File: src/pmdb_pkg.sv
/*
  Package for the peripheral module disable bank: register offsets,
  reset values, field positions and timing.
  Assumes a byte-wide register port on the system clock.
*/
package pmdb_pkg;
  localparam int          ADDR_W         = 12;
  localparam int          DATA_W         = 8;
  localparam logic [11:0] OFS_CTRL_A     = 12'h063;
  localparam logic [11:0] OFS_CTRL_B     = 12'h064;
  localparam logic [11:0] OFS_CTRL_C     = 12'h065;
  localparam logic [11:0] OFS_CTRL_D     = 12'h066;
  localparam logic [11:0] OFS_CTRL_E     = 12'h067;
  localparam logic [11:0] OFS_CTRL_F     = 12'h068;
  localparam logic [7:0]  RST_CTRL       = 8'h00;
  localparam logic [7:0]  MASK_CTRL_A    = 8'hFB;
  localparam logic [7:0]  MASK_CTRL_F    = 8'h03;
  localparam logic [7:0]  READ_ZERO      = 8'h00;
  localparam int          BIT_A_SYSCLK   = 7;
  localparam int          BIT_A_VREF     = 6;
  localparam int          BIT_A_VDET     = 5;
  localparam int          BIT_A_CRC      = 4;
  localparam int          BIT_A_SCAN     = 3;
  localparam int          BIT_A_REFCLK   = 1;
  localparam int          BIT_A_IOC      = 0;
  localparam int          BIT_B_CMP      = 7;
  localparam int          BIT_B_ZCD      = 6;
  localparam int          BIT_B_SMT      = 5;
  localparam int          BIT_C_CCP      = 7;
  localparam int          BIT_C_CWG      = 6;
  localparam int          BIT_C_DSM      = 5;
  localparam int          BIT_C_NCO      = 4;
  localparam int          BIT_C_ACT      = 3;
  localparam int          BIT_C_DAC1     = 2;
  localparam int          BIT_C_ADC      = 1;
  localparam int          BIT_C_CMP      = 0;
  localparam int          BIT_D_UART2    = 7;
  localparam int          BIT_D_UART1    = 6;
  localparam int          BIT_D_SPI2     = 5;
  localparam int          BIT_D_SPI1     = 4;
  localparam int          BIT_D_I2C      = 3;
  localparam int          BIT_E_UART3    = 0;
  localparam int          BIT_F_DAC2     = 1;
  localparam int          BIT_F_DMA4     = 0;
  localparam int          CLK_MHZ        = 125;
  localparam int          ENABLE_HOLD_CY = 2;
  localparam logic [1:0]  HOLD_LOAD      = 2'(ENABLE_HOLD_CY);
endpackage : pmdb_pkg

File: src/pmdb_bank.sv
/*
  Peripheral module disable bank: six byte registers whose bits switch
  peripherals off and hold them in reset.
  Assumes a plain register port on clk_sys, read data one cycle later,
  and a synchronous zero-cross configuration fuse input.
*/
// Our own choice: strobed register access.
`timescale 1ns/10ps
module pmdb_bank
  import pmdb_pkg::*;
(
  input  wire logic              clk_sys,
  input  wire logic              rst,
  input  wire logic [ADDR_W-1:0] reg_addr,
  input  wire logic [DATA_W-1:0] reg_wdata,
  input  wire logic              reg_wr,
  input  wire logic              reg_rd,
  output logic      [DATA_W-1:0] reg_rdata,
  input  wire logic              zcd_fuse_off,
  output logic                   periph_sysclk_net_off,
  output logic                   voltage_ref_off,
  output logic                   volt_detect_off,
  output logic                   checksum_unit_off,
  output logic                   memory_scanner_off,
  output logic                   ref_clock_out_off,
  output logic                   pin_change_irq_off,
  output logic                   comparator_one_off,
  output logic                   zero_cross_off,
  output logic                   signal_meas_timer_off,
  output logic      [4:0]        timer_n_off,
  output logic                   capture_compare_one_off,
  output logic                   waveform_gen_one_off,
  output logic                   signal_modulator_off,
  output logic                   controlled_osc_one_off,
  output logic                   clock_tuning_off,
  output logic                   dac_first_off,
  output logic                   dac_second_off,
  output logic                   adc_unit_off,
  output logic      [2:0]        uart_n_off,
  output logic                   spi_first_off,
  output logic                   spi_second_off,
  output logic                   i2c_first_off,
  output logic                   pwm_first_off,
  output logic                   pwm_second_off,
  output logic                   pwm_third_off,
  output logic      [3:0]        dma_channel_n_off,
  output logic                   dma_channel_four_off,
  output logic      [3:0]        logic_cell_n_off,
  output logic                   periph_settling
);

  logic [7:0] module_disable_ctrl_a;
  logic [7:0] module_disable_ctrl_b;
  logic [7:0] module_disable_ctrl_c;
  logic [7:0] module_disable_ctrl_d;
  logic [7:0] module_disable_ctrl_e;
  logic [7:0] module_disable_ctrl_f;
  logic [1:0] hold_cnt;
  logic [7:0] next_rdata;
  logic       any_clear;

  function automatic logic [7:0] cleared_bits(input logic [7:0] old_v,
                                              input logic [7:0] new_v);
    cleared_bits = old_v & ~new_v;
  endfunction : cleared_bits

  always_ff @(posedge clk_sys) begin
    if (rst) begin
      module_disable_ctrl_a <= RST_CTRL;
      module_disable_ctrl_b <= RST_CTRL;
      module_disable_ctrl_c <= RST_CTRL;
      module_disable_ctrl_d <= RST_CTRL;
      module_disable_ctrl_e <= RST_CTRL;
      module_disable_ctrl_f <= RST_CTRL;
    end else if (reg_wr) begin
      if (reg_addr == OFS_CTRL_A) begin
        module_disable_ctrl_a <= reg_wdata & MASK_CTRL_A;
      end else if (reg_addr == OFS_CTRL_B) begin
        module_disable_ctrl_b <= reg_wdata;
      end else if (reg_addr == OFS_CTRL_C) begin
        module_disable_ctrl_c <= reg_wdata;
      end else if (reg_addr == OFS_CTRL_D) begin
        module_disable_ctrl_d <= reg_wdata;
      end else if (reg_addr == OFS_CTRL_E) begin
        module_disable_ctrl_e <= reg_wdata;
      end else if (reg_addr == OFS_CTRL_F) begin
        module_disable_ctrl_f <= reg_wdata & MASK_CTRL_F;
      end
    end
  end

  // Unmapped addresses read as zero
  always_comb begin
    next_rdata = READ_ZERO;
    if (reg_addr == OFS_CTRL_A) begin
      next_rdata = module_disable_ctrl_a;
    end else if (reg_addr == OFS_CTRL_B) begin
      next_rdata = module_disable_ctrl_b;
    end else if (reg_addr == OFS_CTRL_C) begin
      next_rdata = module_disable_ctrl_c;
    end else if (reg_addr == OFS_CTRL_D) begin
      next_rdata = module_disable_ctrl_d;
    end else if (reg_addr == OFS_CTRL_E) begin
      next_rdata = module_disable_ctrl_e;
    end else if (reg_addr == OFS_CTRL_F) begin
      next_rdata = module_disable_ctrl_f;
    end
  end

  always_ff @(posedge clk_sys) begin
    if (rst) begin
      reg_rdata <= READ_ZERO;
    end else if (reg_rd) begin
      reg_rdata <= next_rdata;
    end else begin
      reg_rdata <= READ_ZERO;
    end
  end

  always_comb begin
    any_clear = 1'b0;
    if (reg_wr) begin
      if (reg_addr == OFS_CTRL_A) begin
        any_clear = |cleared_bits(module_disable_ctrl_a, reg_wdata & MASK_CTRL_A);
      end else if (reg_addr == OFS_CTRL_B) begin
        any_clear = |cleared_bits(module_disable_ctrl_b, reg_wdata);
      end else if (reg_addr == OFS_CTRL_C) begin
        any_clear = |cleared_bits(module_disable_ctrl_c, reg_wdata);
      end else if (reg_addr == OFS_CTRL_D) begin
        any_clear = |cleared_bits(module_disable_ctrl_d, reg_wdata);
      end else if (reg_addr == OFS_CTRL_E) begin
        any_clear = |cleared_bits(module_disable_ctrl_e, reg_wdata);
      end else if (reg_addr == OFS_CTRL_F) begin
        any_clear = |cleared_bits(module_disable_ctrl_f, reg_wdata & MASK_CTRL_F);
      end
    end
  end

  always_ff @(posedge clk_sys) begin
    if (rst) begin
      hold_cnt <= 2'h0;
    end else if (any_clear) begin
      hold_cnt <= HOLD_LOAD;
    end else if (hold_cnt != 2'h0) begin
      hold_cnt <= hold_cnt - 2'h1;
    end
  end

  assign periph_settling = (hold_cnt != 2'h0);

  assign periph_sysclk_net_off   = module_disable_ctrl_a[BIT_A_SYSCLK];
  assign voltage_ref_off         = module_disable_ctrl_a[BIT_A_VREF];
  assign volt_detect_off         = module_disable_ctrl_a[BIT_A_VDET];
  assign checksum_unit_off       = module_disable_ctrl_a[BIT_A_CRC];
  assign memory_scanner_off      = module_disable_ctrl_a[BIT_A_SCAN];
  assign ref_clock_out_off       = module_disable_ctrl_a[BIT_A_REFCLK];
  assign pin_change_irq_off      = module_disable_ctrl_a[BIT_A_IOC];
  assign comparator_one_off      = module_disable_ctrl_b[BIT_B_CMP] |
                                   module_disable_ctrl_c[BIT_C_CMP];
  assign zero_cross_off          = module_disable_ctrl_b[BIT_B_ZCD] | zcd_fuse_off;
  assign signal_meas_timer_off   = module_disable_ctrl_b[BIT_B_SMT];
  assign timer_n_off             = module_disable_ctrl_b[4:0];
  assign capture_compare_one_off = module_disable_ctrl_c[BIT_C_CCP];
  assign waveform_gen_one_off    = module_disable_ctrl_c[BIT_C_CWG];
  assign signal_modulator_off    = module_disable_ctrl_c[BIT_C_DSM];
  assign controlled_osc_one_off  = module_disable_ctrl_c[BIT_C_NCO];
  assign clock_tuning_off        = module_disable_ctrl_c[BIT_C_ACT];
  assign dac_first_off           = module_disable_ctrl_c[BIT_C_DAC1];
  assign adc_unit_off            = module_disable_ctrl_c[BIT_C_ADC];
  assign uart_n_off              = {module_disable_ctrl_e[BIT_E_UART3],
                                    module_disable_ctrl_d[BIT_D_UART2],
                                    module_disable_ctrl_d[BIT_D_UART1]};
  assign spi_second_off          = module_disable_ctrl_d[BIT_D_SPI2];
  assign spi_first_off           = module_disable_ctrl_d[BIT_D_SPI1];
  assign i2c_first_off           = module_disable_ctrl_d[BIT_D_I2C];
  assign pwm_third_off           = module_disable_ctrl_d[2];
  assign pwm_second_off          = module_disable_ctrl_d[1];
  assign pwm_first_off           = module_disable_ctrl_d[0];
  assign dma_channel_n_off       = {module_disable_ctrl_f[BIT_F_DMA4],
                                    module_disable_ctrl_e[7:5]};
  assign dma_channel_four_off    = module_disable_ctrl_f[BIT_F_DMA4];
  assign logic_cell_n_off        = module_disable_ctrl_e[4:1];
  assign dac_second_off          = module_disable_ctrl_f[BIT_F_DAC2];

  a_reset_clears: assert property (@(posedge clk_sys)
    rst |=> (module_disable_ctrl_b == 8'h00) && !comparator_one_off)
    else $error("disable bits not zero after reset");

  a_reset_idle: assert property (@(posedge clk_sys)
    rst |=> (reg_rdata == READ_ZERO) && !periph_settling && (timer_n_off == 5'h00) &&
            (dma_channel_n_off == 4'h0) && (uart_n_off == 3'h0))
    else $error("outputs not idle after reset");

  a_upper_zero: assert property (@(posedge clk_sys) disable iff (rst)
    (reg_wr && reg_addr == OFS_CTRL_F) |=> module_disable_ctrl_f[7:2] == 6'h00)
    else $error("unimplemented bits of register f set");

  a_reg_f_write: assert property (@(posedge clk_sys) disable iff (rst)
    (reg_wr && reg_addr == OFS_CTRL_F) |=>
      ({dac_second_off, dma_channel_four_off} == $past(reg_wdata[1:0])) &&
      (dma_channel_n_off[3] == $past(reg_wdata[0])))
    else $error("register f disables not written");

  a_gap_zero: assert property (@(posedge clk_sys) disable iff (rst)
    reg_wr |=> !module_disable_ctrl_a[2])
    else $error("unused bit of register a set");

  a_ctrl_a_write: assert property (@(posedge clk_sys) disable iff (rst)
    (reg_wr && reg_addr == OFS_CTRL_A) |=>
      {periph_sysclk_net_off, voltage_ref_off} == $past(reg_wdata[7:6]))
    else $error("register a disables not written");

  a_timer_write: assert property (@(posedge clk_sys) disable iff (rst)
    (reg_wr && reg_addr == OFS_CTRL_B) |=> timer_n_off == $past(reg_wdata[4:0]))
    else $error("timer disables not written");

  a_zcd_fuse: assert property (@(posedge clk_sys) disable iff (rst)
    zcd_fuse_off |-> zero_cross_off)
    else $error("zero-cross not off under fuse");

  a_zcd_bit: assert property (@(posedge clk_sys) disable iff (rst)
    (reg_wr && reg_addr == OFS_CTRL_B && reg_wdata[BIT_B_ZCD]) |=> zero_cross_off)
    else $error("zero-cross disable not written");

  a_adc_write: assert property (@(posedge clk_sys) disable iff (rst)
    (reg_wr && reg_addr == OFS_CTRL_C) |=> adc_unit_off == $past(reg_wdata[1]))
    else $error("adc disable not written");

  a_capture_write: assert property (@(posedge clk_sys) disable iff (rst)
    (reg_wr && reg_addr == OFS_CTRL_C) |=> capture_compare_one_off == $past(reg_wdata[7]))
    else $error("capture compare disable not written");

  a_c_kept: assert property (@(posedge clk_sys) disable iff (rst)
    !(reg_wr && reg_addr == OFS_CTRL_C) |=> $stable(module_disable_ctrl_c))
    else $error("register c changed without its write");

  a_read_back: assert property (@(posedge clk_sys) disable iff (rst)
    (reg_rd && reg_addr == OFS_CTRL_D && !reg_wr) |=>
      reg_rdata == {uart_n_off[1:0], spi_second_off, spi_first_off,
                    i2c_first_off, pwm_third_off, pwm_second_off, pwm_first_off})
    else $error("register d read back wrong");

  a_uart_write: assert property (@(posedge clk_sys) disable iff (rst)
    (reg_wr && reg_addr == OFS_CTRL_D) |=> uart_n_off[1:0] == $past(reg_wdata[7:6]))
    else $error("uart disables not written");

  a_pwm_write: assert property (@(posedge clk_sys) disable iff (rst)
    (reg_wr && reg_addr == OFS_CTRL_D) |=>
      {pwm_third_off, pwm_second_off, pwm_first_off} == $past(reg_wdata[2:0]))
    else $error("pwm disables not written");

  a_dma_write: assert property (@(posedge clk_sys) disable iff (rst)
    (reg_wr && reg_addr == OFS_CTRL_E) |=> dma_channel_n_off[2:0] == $past(reg_wdata[7:5]))
    else $error("dma disables not written");

  a_cell_write: assert property (@(posedge clk_sys) disable iff (rst)
    (reg_wr && reg_addr == OFS_CTRL_E) |=>
      {logic_cell_n_off, uart_n_off[2]} == $past(reg_wdata[4:0]))
    else $error("logic cell disables not written");

  a_cmp_either: assert property (@(posedge clk_sys) disable iff (rst)
    comparator_one_off == (module_disable_ctrl_b[7] || module_disable_ctrl_c[0]))
    else $error("comparator disable mismatch");

  // Settle window length
  // Back-to-back clears reload the counter, so either of the last two may extend it
  a_settle_len: assert property (@(posedge clk_sys) disable iff (rst)
    any_clear |=> periph_settling [*2] ##1
      (!periph_settling || $past(any_clear) || $past(any_clear, 2)))
    else $error("settling window wrong length");

  a_settle_quiet: assert property (@(posedge clk_sys) disable iff (rst)
    (!any_clear && !periph_settling) |=> !periph_settling)
    else $error("settling window without a clearing write");

endmodule : pmdb_bank

File: config.mk
export PLATFORM = sky130hd
export DESIGN_NAME = pmdb_bank
export DESIGN_NICKNAME = d
export VERILOG_FILES = /design/src/pmdb_pkg.sv /design/src/pmdb_bank.sv
export SDC_FILE = /design/constraint.sdc
export NUM_CORES = 1
export LEC_CHECK = 0
export BUFFER_PORTS_ARGS = -buffer_cell sky130_fd_sc_hd__buf_2
export CAP_MARGIN = 0
export CORE_MARGIN = 1.5
export CORE_UTILIZATION = 54
export CTS_BUF_LIST = sky130_fd_sc_hd__clkbuf_8
export DETAILED_ROUTE_END_ITERATION = 7
export GPL_ROUTABILITY_DRIVEN = 1
export PLACE_DENSITY = 0.83
export SLEW_MARGIN = 40
export SYNTH_ARGS = -nofsm -noshare
export SYNTH_HDL_FRONTEND = slang
export SYNTH_SLANG_ARGS = --single-unit
File: constraint.sdc
create_clock -name clk_sys -period 1.9 [get_ports clk_sys]
set_input_delay 0.19 -clock clk_sys [delete_from_list [all_inputs] [get_ports clk_sys]]
set_output_delay 0.19 -clock clk_sys [all_outputs]
set_load 0.01 [all_outputs]
# Yosys cells after proc, flatten, opt, wreduce, memory -nomap -nowiden
# Index checks and enable logic that the tools add are counted.
# totals
reg_bits,51
inputBits,25
output_inout_bits,50
elab_cells,66
# classes
add_sub_neg,1
eq_ne,6
muxes,15
bitwise_logic,17
n_reduce_logical,17
# op_table
operator,count
$eq 12x7->1 const B,6
$reduce_or 8->1,6
$and 8x8->8,5
$mux 8,5
$not 8->8,2
$and 2x8->8,1
$not 2->8,1
$mux 1,7
$reduce_and 7->1,1
$mux 2,3
$not 1->1,6
$reduce_and 6->1,1
$reduce_and 5->1,1
$reduce_and 4->1,1
$reduce_bool 2->1,2
$reduce_or 2->1,2
$reduce_and 3->1,1
$reduce_or 3->1,1
$or 1x1->1,2
$reduce_and 2->1,1
$sub 2x1->2 const B,1

# Longest topological paths before layout
# Gate-level depths: netlist of run 1.
# logic_depth
ltp_word,11
ltp_mapped,7
ltp_nobuf,5

# Worst setup path before layout of run 1
# No wires, ideal clock.
# synth_timing
kind,input to register
start,input reg_addr[7]
end,register module_disable_ctrl_d[0]
setup_ns,0.128
arrival_time_ns,1.547
t_required_ns,1.772
setup_slack_ns,0.226
path_stages,5
n_path_buf,0
cell_sequence,or4b_4 > nor4_4 > nand4_4 > mux2i_1 > nor2_1
# synth_via
elab_chain_len,3
elab_cells_between_ends,8
classes_between,4 x eq/ne; 3 x bitwise; 1 x reduce/logical
# synth_rtl
item,line,source
start: declaration,pmdb_bank.sv:14,"input wire logic [ADDR_W-1:0] reg_addr,"
$eq 12x7->1 (on tied branches),"pmdb_bank.sv:80, pmdb_bank.sv:76, pmdb_bank.sv:78",
$not 1->1 (no line),--,
$reduce_and 5->1 (no line) (*),--,
end signal: assignment,pmdb_bank.sv:83,module_disable_ctrl_d <= reg_wdata;
end: declaration,pmdb_bank.sv:55,logic [7:0] module_disable_ctrl_d;
# Every way passes the cells marked *; elsewhere a longest branch is shown, timed or not.
# A chain may end at the register's enable or synchronous reset.

# Final worst setup path of run 1
# layout_timing
start,register module_disable_ctrl_c[0]
end,register hold_cnt[1]
# layout_via
elab_chain_len,7
elab_cells_between_ends,8
classes_between,5 x mux; 1 x bitwise; 2 x reduce/logical
# layout_rtl
item,line,source
start: declaration,pmdb_bank.sv:54,logic [7:0] module_disable_ctrl_c;
start signal: assignment,pmdb_bank.sv:81,module_disable_ctrl_c <= reg_wdata;
$and 8x8->8 (*),pmdb_bank.sv:64,cleared_bits = old_v & ~new_v;
$reduce_or 8->1 (*),pmdb_bank.sv:128,"any_clear = |cleared_bits(module_disable_ctrl_c, reg_wdata);"
$mux 1 (*),pmdb_bank.sv:127,end else if (reg_addr == OFS_CTRL_C) begin
$mux 1 (*),pmdb_bank.sv:125,end else if (reg_addr == OFS_CTRL_B) begin
$mux 1 (*),pmdb_bank.sv:123,if (reg_addr == OFS_CTRL_A) begin
$mux 1 (*),pmdb_bank.sv:122,if (reg_wr) begin
$mux 2 or $reduce_bool 2->1 (tied branches),--,
end signal: assignment,pmdb_bank.sv:145,hold_cnt <= hold_cnt - 2'h1;
end: declaration,pmdb_bank.sv:58,logic [1:0] hold_cnt;
# Marked as above.

==> flow_metrics.env, run 1 <==
export IMPL_seqCellArea_um2=1020
export IMPL_cp_data_required_time_ns=2.11
export IMPL_setup_tns_final_ns=0
export IMPL_ys_seq_area_share_pct=39.0
export IMPL_drive_above_1_share_pct=29.8
export IMPL_drv_slew=0
export IMPL_rsz0062_at_grt="no"
export IMPL_core_um2=4690
export IMPL_syn_nets=308
export IMPL_fin_ws_ns=0.199
export IMPL_path_class="flop to flop"
export IMPL_hold_class="primary input to flop"
export IMPL_gp_congestion=0.895
export IMPL_critPathMaxFanout=4
export IMPL_core_rowCount=25
export IMPL_yosys_area_share_adder_pct=0
export IMPL_worst_pin_slew_ns=0.471
export IMPL_cp_start_kind="flop"
export IMPL_fp_dieH_um=72.6
export IMPL_vias=2483
export IMPL_io_pins=75
export IMPL_timing_slew_headroom_pct=68.6
export IMPL_synth_simple_area_share_pct=24.9
export IMPL_path_clk_slew_ns=0.09
export IMPL_cts_tree="yes"
export IMPL_synth_area_mux_share_pct=18.0
export IMPL_yosys_warnings=0
export IMPL_n_antenna_cell=0
export IMPL_pwr_density_cell_nw_per_um2=575
export IMPL_final_util_pct=67.1
export IMPL_multi_input_area_um2=1450
export IMPL_clkLatencyLatePin_ns=0.31
export IMPL_fillCellCount=416
export IMPL_final_antenna_net_count=0
export IMPL_finalHoldViolCount=0
export IMPL_postPlaceCellArea_um2=3070
export IMPL_area_delta_synth_final_pct=20.5
export IMPL_synth_top_family_by_area="simple AND/OR/NAND/NOR gates"
export IMPL_clockBufferDepth=2
export IMPL_slowest_delay_ns=0.43
export IMPL_finalCritPeriodShare_pct=89.5
export IMPL_crit_slowest_cell="a2111oi_0"
export IMPL_synth_top_cell_area_share_pct=39.0
export IMPL_reg2reg_depth=5
export IMPL_hold_path_end="module_disable_ctrl_e[2]"
export IMPL_synthDistinctLibCells=44
export IMPL_crit_arrival_ns=1.91
export IMPL_cap_violations=0
export IMPL_hp_start="reg_wdata[2]"
export IMPL_port_buffers=74
export IMPL_status="finished clean"
export IMPL_r2r_end="hold_cnt[1]"
export IMPL_leakagePower_nw=1.53
export IMPL_syn_cell_area_um2=2620
export IMPL_grt_max_degree=44
export IMPL_cts_htree_levels=2
export IMPL_post_route_min_period_ns=1.70
export IMPL_fin_cells=416
export IMPL_vias_per_cell=5.97
export IMPL_yosysMostFrequentCell="dfxtp_1"
export IMPL_syn_area_per_cell_um2=9.24
export IMPL_cts_root_buf="clkbuf_8"
export IMPL_crit_path_cell_trace="nor2b_1 > a2111oi_0 > and4_1 > nor4_2 > o311a_1"
export IMPL_drcViolationCount=0
export IMPL_async_reset_ff_share_pct=0
export IMPL_synth_commonest_cells="dfxtp_1, nor2_1, mux2i_1, nand2_1"
export IMPL_crit_path_end_kind="flop"
export IMPL_synth_seq_cells=51
export IMPL_synthCells=283
export IMPL_grt_ovfl_total=0
export IMPL_setup_viol=0
export IMPL_cts_resized=0
export IMPL_grt_antenna_before_repair=0
export IMPL_fin_nets=386
export IMPL_wirelength_um=7200
export IMPL_finalClockSkew_ns=0.00644
export IMPL_grt_pass1_vias=2342
export IMPL_final_cell_area_um2=3150
export IMPL_fmax_mhz=588
export IMPL_post_drt_wl_per_cell_um=17.3
export IMPL_synth_area_leaders="dfxtp_1, mux2i_1, nor2_1"
export IMPL_synth_edff_count=0
export IMPL_hold_depth=3
export IMPL_grt_pass1_wl_um=11600
export IMPL_yosysTopAreaCell="dfxtp_1"
export IMPL_post_place_ws_ns=-0.0169
export IMPL_start_util_pct=55.7
export IMPL_die_width_um=72.6
export IMPL_firstDrtPassIters=5
export IMPL_dieArea_um2=5270
export IMPL_grtUsageTotal_pct=28.8
export IMPL_ys_flop_type="dfxtp_1"
export IMPL_hold_buffers=0
export IMPL_peakVddDrop_mv=0.539
export IMPL_clock_sinks=51
export IMPL_r2r_start="module_disable_ctrl_c[0]"
export IMPL_place_hpwl_um=5420
export IMPL_dp_cells=408
export IMPL_r2r_slack_ns=0.20
export IMPL_cts_inserted_buffers=5
export IMPL_synth_compound_area_share_pct=12.4
export IMPL_drt_iter0_markers=336
export IMPL_post_cts_buffers=0
export IMPL_synth_xor_area_share_pct=0
-- metrics by stage --
| step | power [mW] | hold WS, ns |
|---|---|---|
| 4_1_cts | 1.81 | 0.197 |
| 2_1_floorplan | 1.16 | 0.334 |
| 3_3_place_gp | 1.23 | 0.454 |
| 5_1_grt | 1.87 | 0.216 |
| 3_5_place_dp | 1.23 | 0.462 |
| 6_report | 1.81 | 0.198 |
-- worst max-delay path: cells and delay by family, from the launching register on --
family          cells  cell delay, ns
compound gates      2            0.77
flops               1            0.34
simple gates        3            0.48
-- cells by family (layout without fill, tap and decap cells) --
logic type / Yosys count / in the layout
and+or+nand+nor: 112 / 112
DFF: 51 / 51
muxes: 47 / 47
AOI/OAI and AO/OA: 45 / 45
buffers and inverters: 28 / 107
-- area by class of cell --
class / instances / area share, %
multi-input cells: 204 / 45.9
flip-flops and latches: 51 / 32.4
repair buffers: 89 / 15.7
clock buffers: 5 / 2.18
well taps: 54 / 2.14
inverters: 10 / 1.19
clock inverters: 3 / 0.397
-- layer usage --
metal	wire (um)	global-route usage (%)	share of wire, %
met3	449	6.22	6.2
met4	189	11.5	2.6
met2	3460	47.4	48
met5	0	0	0
met1	3100	36.7	43
-- registers in the layout, summed over array words and instances (netlist names) --
register               cells
module_disable_ctrl_c      8
module_disable_ctrl_d      8
reg_rdata                  8
hold_cnt                   2
module_disable_ctrl_e      8
module_disable_ctrl_a      7
module_disable_ctrl_b      8
module_disable_ctrl_f      2
-- worst max path at each step --
stage / end / slack [ns] / cells after the start / from
global route: hold_cnt[1] / 0.09 / 5 / module_disable_ctrl_c[0]
finish: hold_cnt[1] / 0.20 / 5 / module_disable_ctrl_c[0]
floorplan: module_disable_ctrl_d[0] / 0.23 / 5 / reg_addr[7]
global placement: module_disable_ctrl_d[3] / 0.03 / 6 / reg_addr[7]
detailed placement: module_disable_ctrl_d[2] / -0.02 / 6 / reg_addr[7]
CTS: hold_cnt[1] / 0.23 / 5 / module_disable_ctrl_c[0]
-- power breakdown --
part | internal, mW | switching [mW] | total [mW]
sequential | 1.07 | 0.000114 | 1.07
combinational | 0.0483 | 0.0917 | 0.140
clock | 0.249 | 0.355 | 0.603
total | 1.36 | 0.447 | 1.81
-- layout by cell type, fill, tap and decap left out, types with 2 or more instances in the layout --
cell type  count
buf_2         74
dfxtp_1       51
nor2_1        49
mux2i_1       47
nand2_1       14
buf_4         14
nor2b_1       13
a22oi_1       13
inv_1         12
o21ai_0       10
nand3_1        7
and4_1         6
a222oi_1       5
clkbuf_8       5
or2_2          3
a221oi_1       3
a21oi_1        3
a2111oi_0      3
or4b_4         2
o22ai_1        2
and3_1         2
a211oi_1       2
No activity file was read; power rests on OpenSTA's default activity.
==> run 2: changes to the inputs <==
CORE_UTILIZATION = 50   (was 54)
PLACE_DENSITY = 0.77   (was 0.83)
REMOVE_ABC_BUFFERS = 1   (was not set)
==> flow_metrics.env, run 2 (synthesis gave the netlist of run 1 again) <==
export IMPL_final_antenna_net_count=0
export IMPL_met1_length_um=3210
export IMPL_port_buffers=74
export IMPL_core_um2=5070
export IMPL_start_util_pct=51.5
export IMPL_share_comb_of_total_power_pct=7.5
export IMPL_cts_inserted_buffers=5
export IMPL_r2r_start="module_disable_ctrl_c[0]"
export IMPL_pwr_share_clk_pct=35.8
export IMPL_cp_data_required_time_ns=2.10
export IMPL_dr_max_layer_used="met4"
export IMPL_cts_tree="yes"
export IMPL_endpoint="hold_cnt[1]"
export IMPL_p_sw_share_pct=24.9
export IMPL_clock_sinks=51
export IMPL_sequentialPowerShare_pct=56.7
export IMPL_r2r_end="hold_cnt[1]"
export IMPL_grt_antenna_before_repair=0
export IMPL_cts_htree_levels=2
export IMPL_cts_resized=0
export IMPL_crit_slowest_cell="a2111oi_0"
export IMPL_crit_start="module_disable_ctrl_c[0]"
export IMPL_timing_slew_headroom_pct=72.3
export IMPL_hold_class="primary input to flop"
export IMPL_critPathMaxFanout=4
export IMPL_io_pins=75
export IMPL_clkLatencyLatePin_ns=0.31
export IMPL_worst_pin_slew_ns=0.406
export IMPL_crit_path_end_kind="flop"
export IMPL_gp_congestion=0.940
export IMPL_grt_pass1_vias=2260
export IMPL_drive_above_1_share_pct=30.6
export IMPL_path_class="flop to flop"
export IMPL_finalHoldViolCount=0
export IMPL_drt_iter0_markers=214
export IMPL_pwr_density_cell_nw_per_um2=582
export IMPL_fin_nets=387
export IMPL_post_route_min_period_ns=1.71
export IMPL_n_antenna_cell=0
export IMPL_p_int_mw=1.41
export IMPL_r2r_slack_ns=0.19
export IMPL_final_common_cell="buf_2"
export IMPL_core_rowCount=26
export IMPL_crit_arrival_ns=1.91
export IMPL_cap_violations=0
export IMPL_vias=2496
export IMPL_leakagePower_nw=1.55
export IMPL_crit_path_cell_trace="nor2b_1 > a2111oi_0 > and4_1 > nor4_2 > o311a_1"
export IMPL_dieArea_um2=5670
export IMPL_post_drt_wl_per_cell_um=16.4
export IMPL_clockBufferDepth=2
export IMPL_post_cts_buffers=0
export IMPL_status="finished clean"
export IMPL_drv_slew=0
export IMPL_switchingPower_mw=0.468
export IMPL_fillCellCount=438
export IMPL_grt_pass1_wl_um=10900
export IMPL_final_util_pct=63.7
export IMPL_cts_root_buf="clkbuf_8"
export IMPL_path_clk_slew_ns=0.09
export IMPL_vias_per_cell=5.76
export IMPL_cp_start_kind="flop"
export IMPL_drcViolationCount=0
export IMPL_postPlaceCellArea_um2=3130
export IMPL_grt_max_degree=32
export IMPL_peakVddDrop_mv=0.430
export IMPL_grtUsageTotal_pct=25.6
export IMPL_rsz0062_at_grt="no"
export IMPL_final_cell_area_um2=3230
export IMPL_die_width_um=75.3
export IMPL_area_delta_synth_final_pct=23.6
export IMPL_reg2reg_depth=5
export IMPL_place_hpwl_um=5450
export IMPL_hold_buffers=0
export IMPL_setup_viol=0
export IMPL_grt_ovfl_total=0
export IMPL_finalClockSkew_ns=0.0108
export IMPL_routed_wl_met2_um=3230
export IMPL_met3WireLength_um=444
export IMPL_fp_dieH_um=75.3
export IMPL_finalCritPeriodShare_pct=89.9
export IMPL_slowest_delay_ns=0.42
export IMPL_wirelength_um=7090
export IMPL_fmax_mhz=585
export IMPL_mostFrequentLayoutCells="buf_2, dfxtp_1, nor2_1, mux2i_1, nand2_1"
export IMPL_firstDrtPassIters=5
export IMPL_setup_tns_final_ns=0
run 2: worst max-delay path: cells and delay by family (launching register included):
kind               cells  cell delay (ns)
and+or+nand+nor        3             0.49
DFF                    1             0.34
AOI/OAI and AO/OA      2             0.77
run 2: how the worst min path moves through the flow:
stage	cells after the start	start	endpoint	slack [ns]
after floorplan	1	rst	module_disable_ctrl_a[0]	0.26
after detailed placement	2	hold_cnt[1]	hold_cnt[0]	0.46
after global routing	3	reg_wdata[2]	module_disable_ctrl_b[2]	0.21
after global placement	2	hold_cnt[1]	hold_cnt[0]	0.46
final	3	reg_wdata[2]	module_disable_ctrl_d[2]	0.18
after CTS	3	reg_wdata[2]	module_disable_ctrl_d[2]	0.19
run 2: area by class of cell:
| cell class | count | area [um2] | area share (%) |
|---|---|---|---|
| Tap cell | 70 | 87.6 | 2.71 |
| Inverter | 10 | 37.5 | 1.16 |
| Multi-Input combinational cell | 204 | 1450 | 44.8 |
| Timing Repair Buffer | 90 | 541 | 16.7 |
| Clock inverter | 2 | 16.3 | 0.503 |
| Clock buffer | 6 | 82.6 | 2.55 |
| Sequential cell | 51 | 1020 | 31.6 |
run 2: power by group through the flow:
stage                     combinational (mW)  sequential, mW  clock, mW
final                                  0.141            1.07      0.673
after global routing                   0.153            1.07      0.715
after CTS                              0.140            1.07      0.673
after detailed placement               0.139            1.09          0
after global placement                 0.136            1.09          0
after floorplan                       0.0434            1.09          0
run 2: routing by layer:
metal | vias to the layer above | global-route usage [%]
li1 | 1185 | -
met1 | 1170 | 33.2
met2 | 121 | 41.3
met3 | 20 | 4.89
met4 | 0 | 12.1
met5 | - | 0
run 2: stage by stage:
stage                     worst slack (ns)  hold slack [ns]  cells  total power [mW]
final                                0.191            0.182    433              1.88
after global routing                0.0723            0.205    433              1.94
after CTS                            0.231            0.185    433              1.88
after detailed placement            0.0213            0.462    425              1.23
after global placement              0.0394            0.460    425              1.23
after floorplan                      0.140            0.262    265              1.14
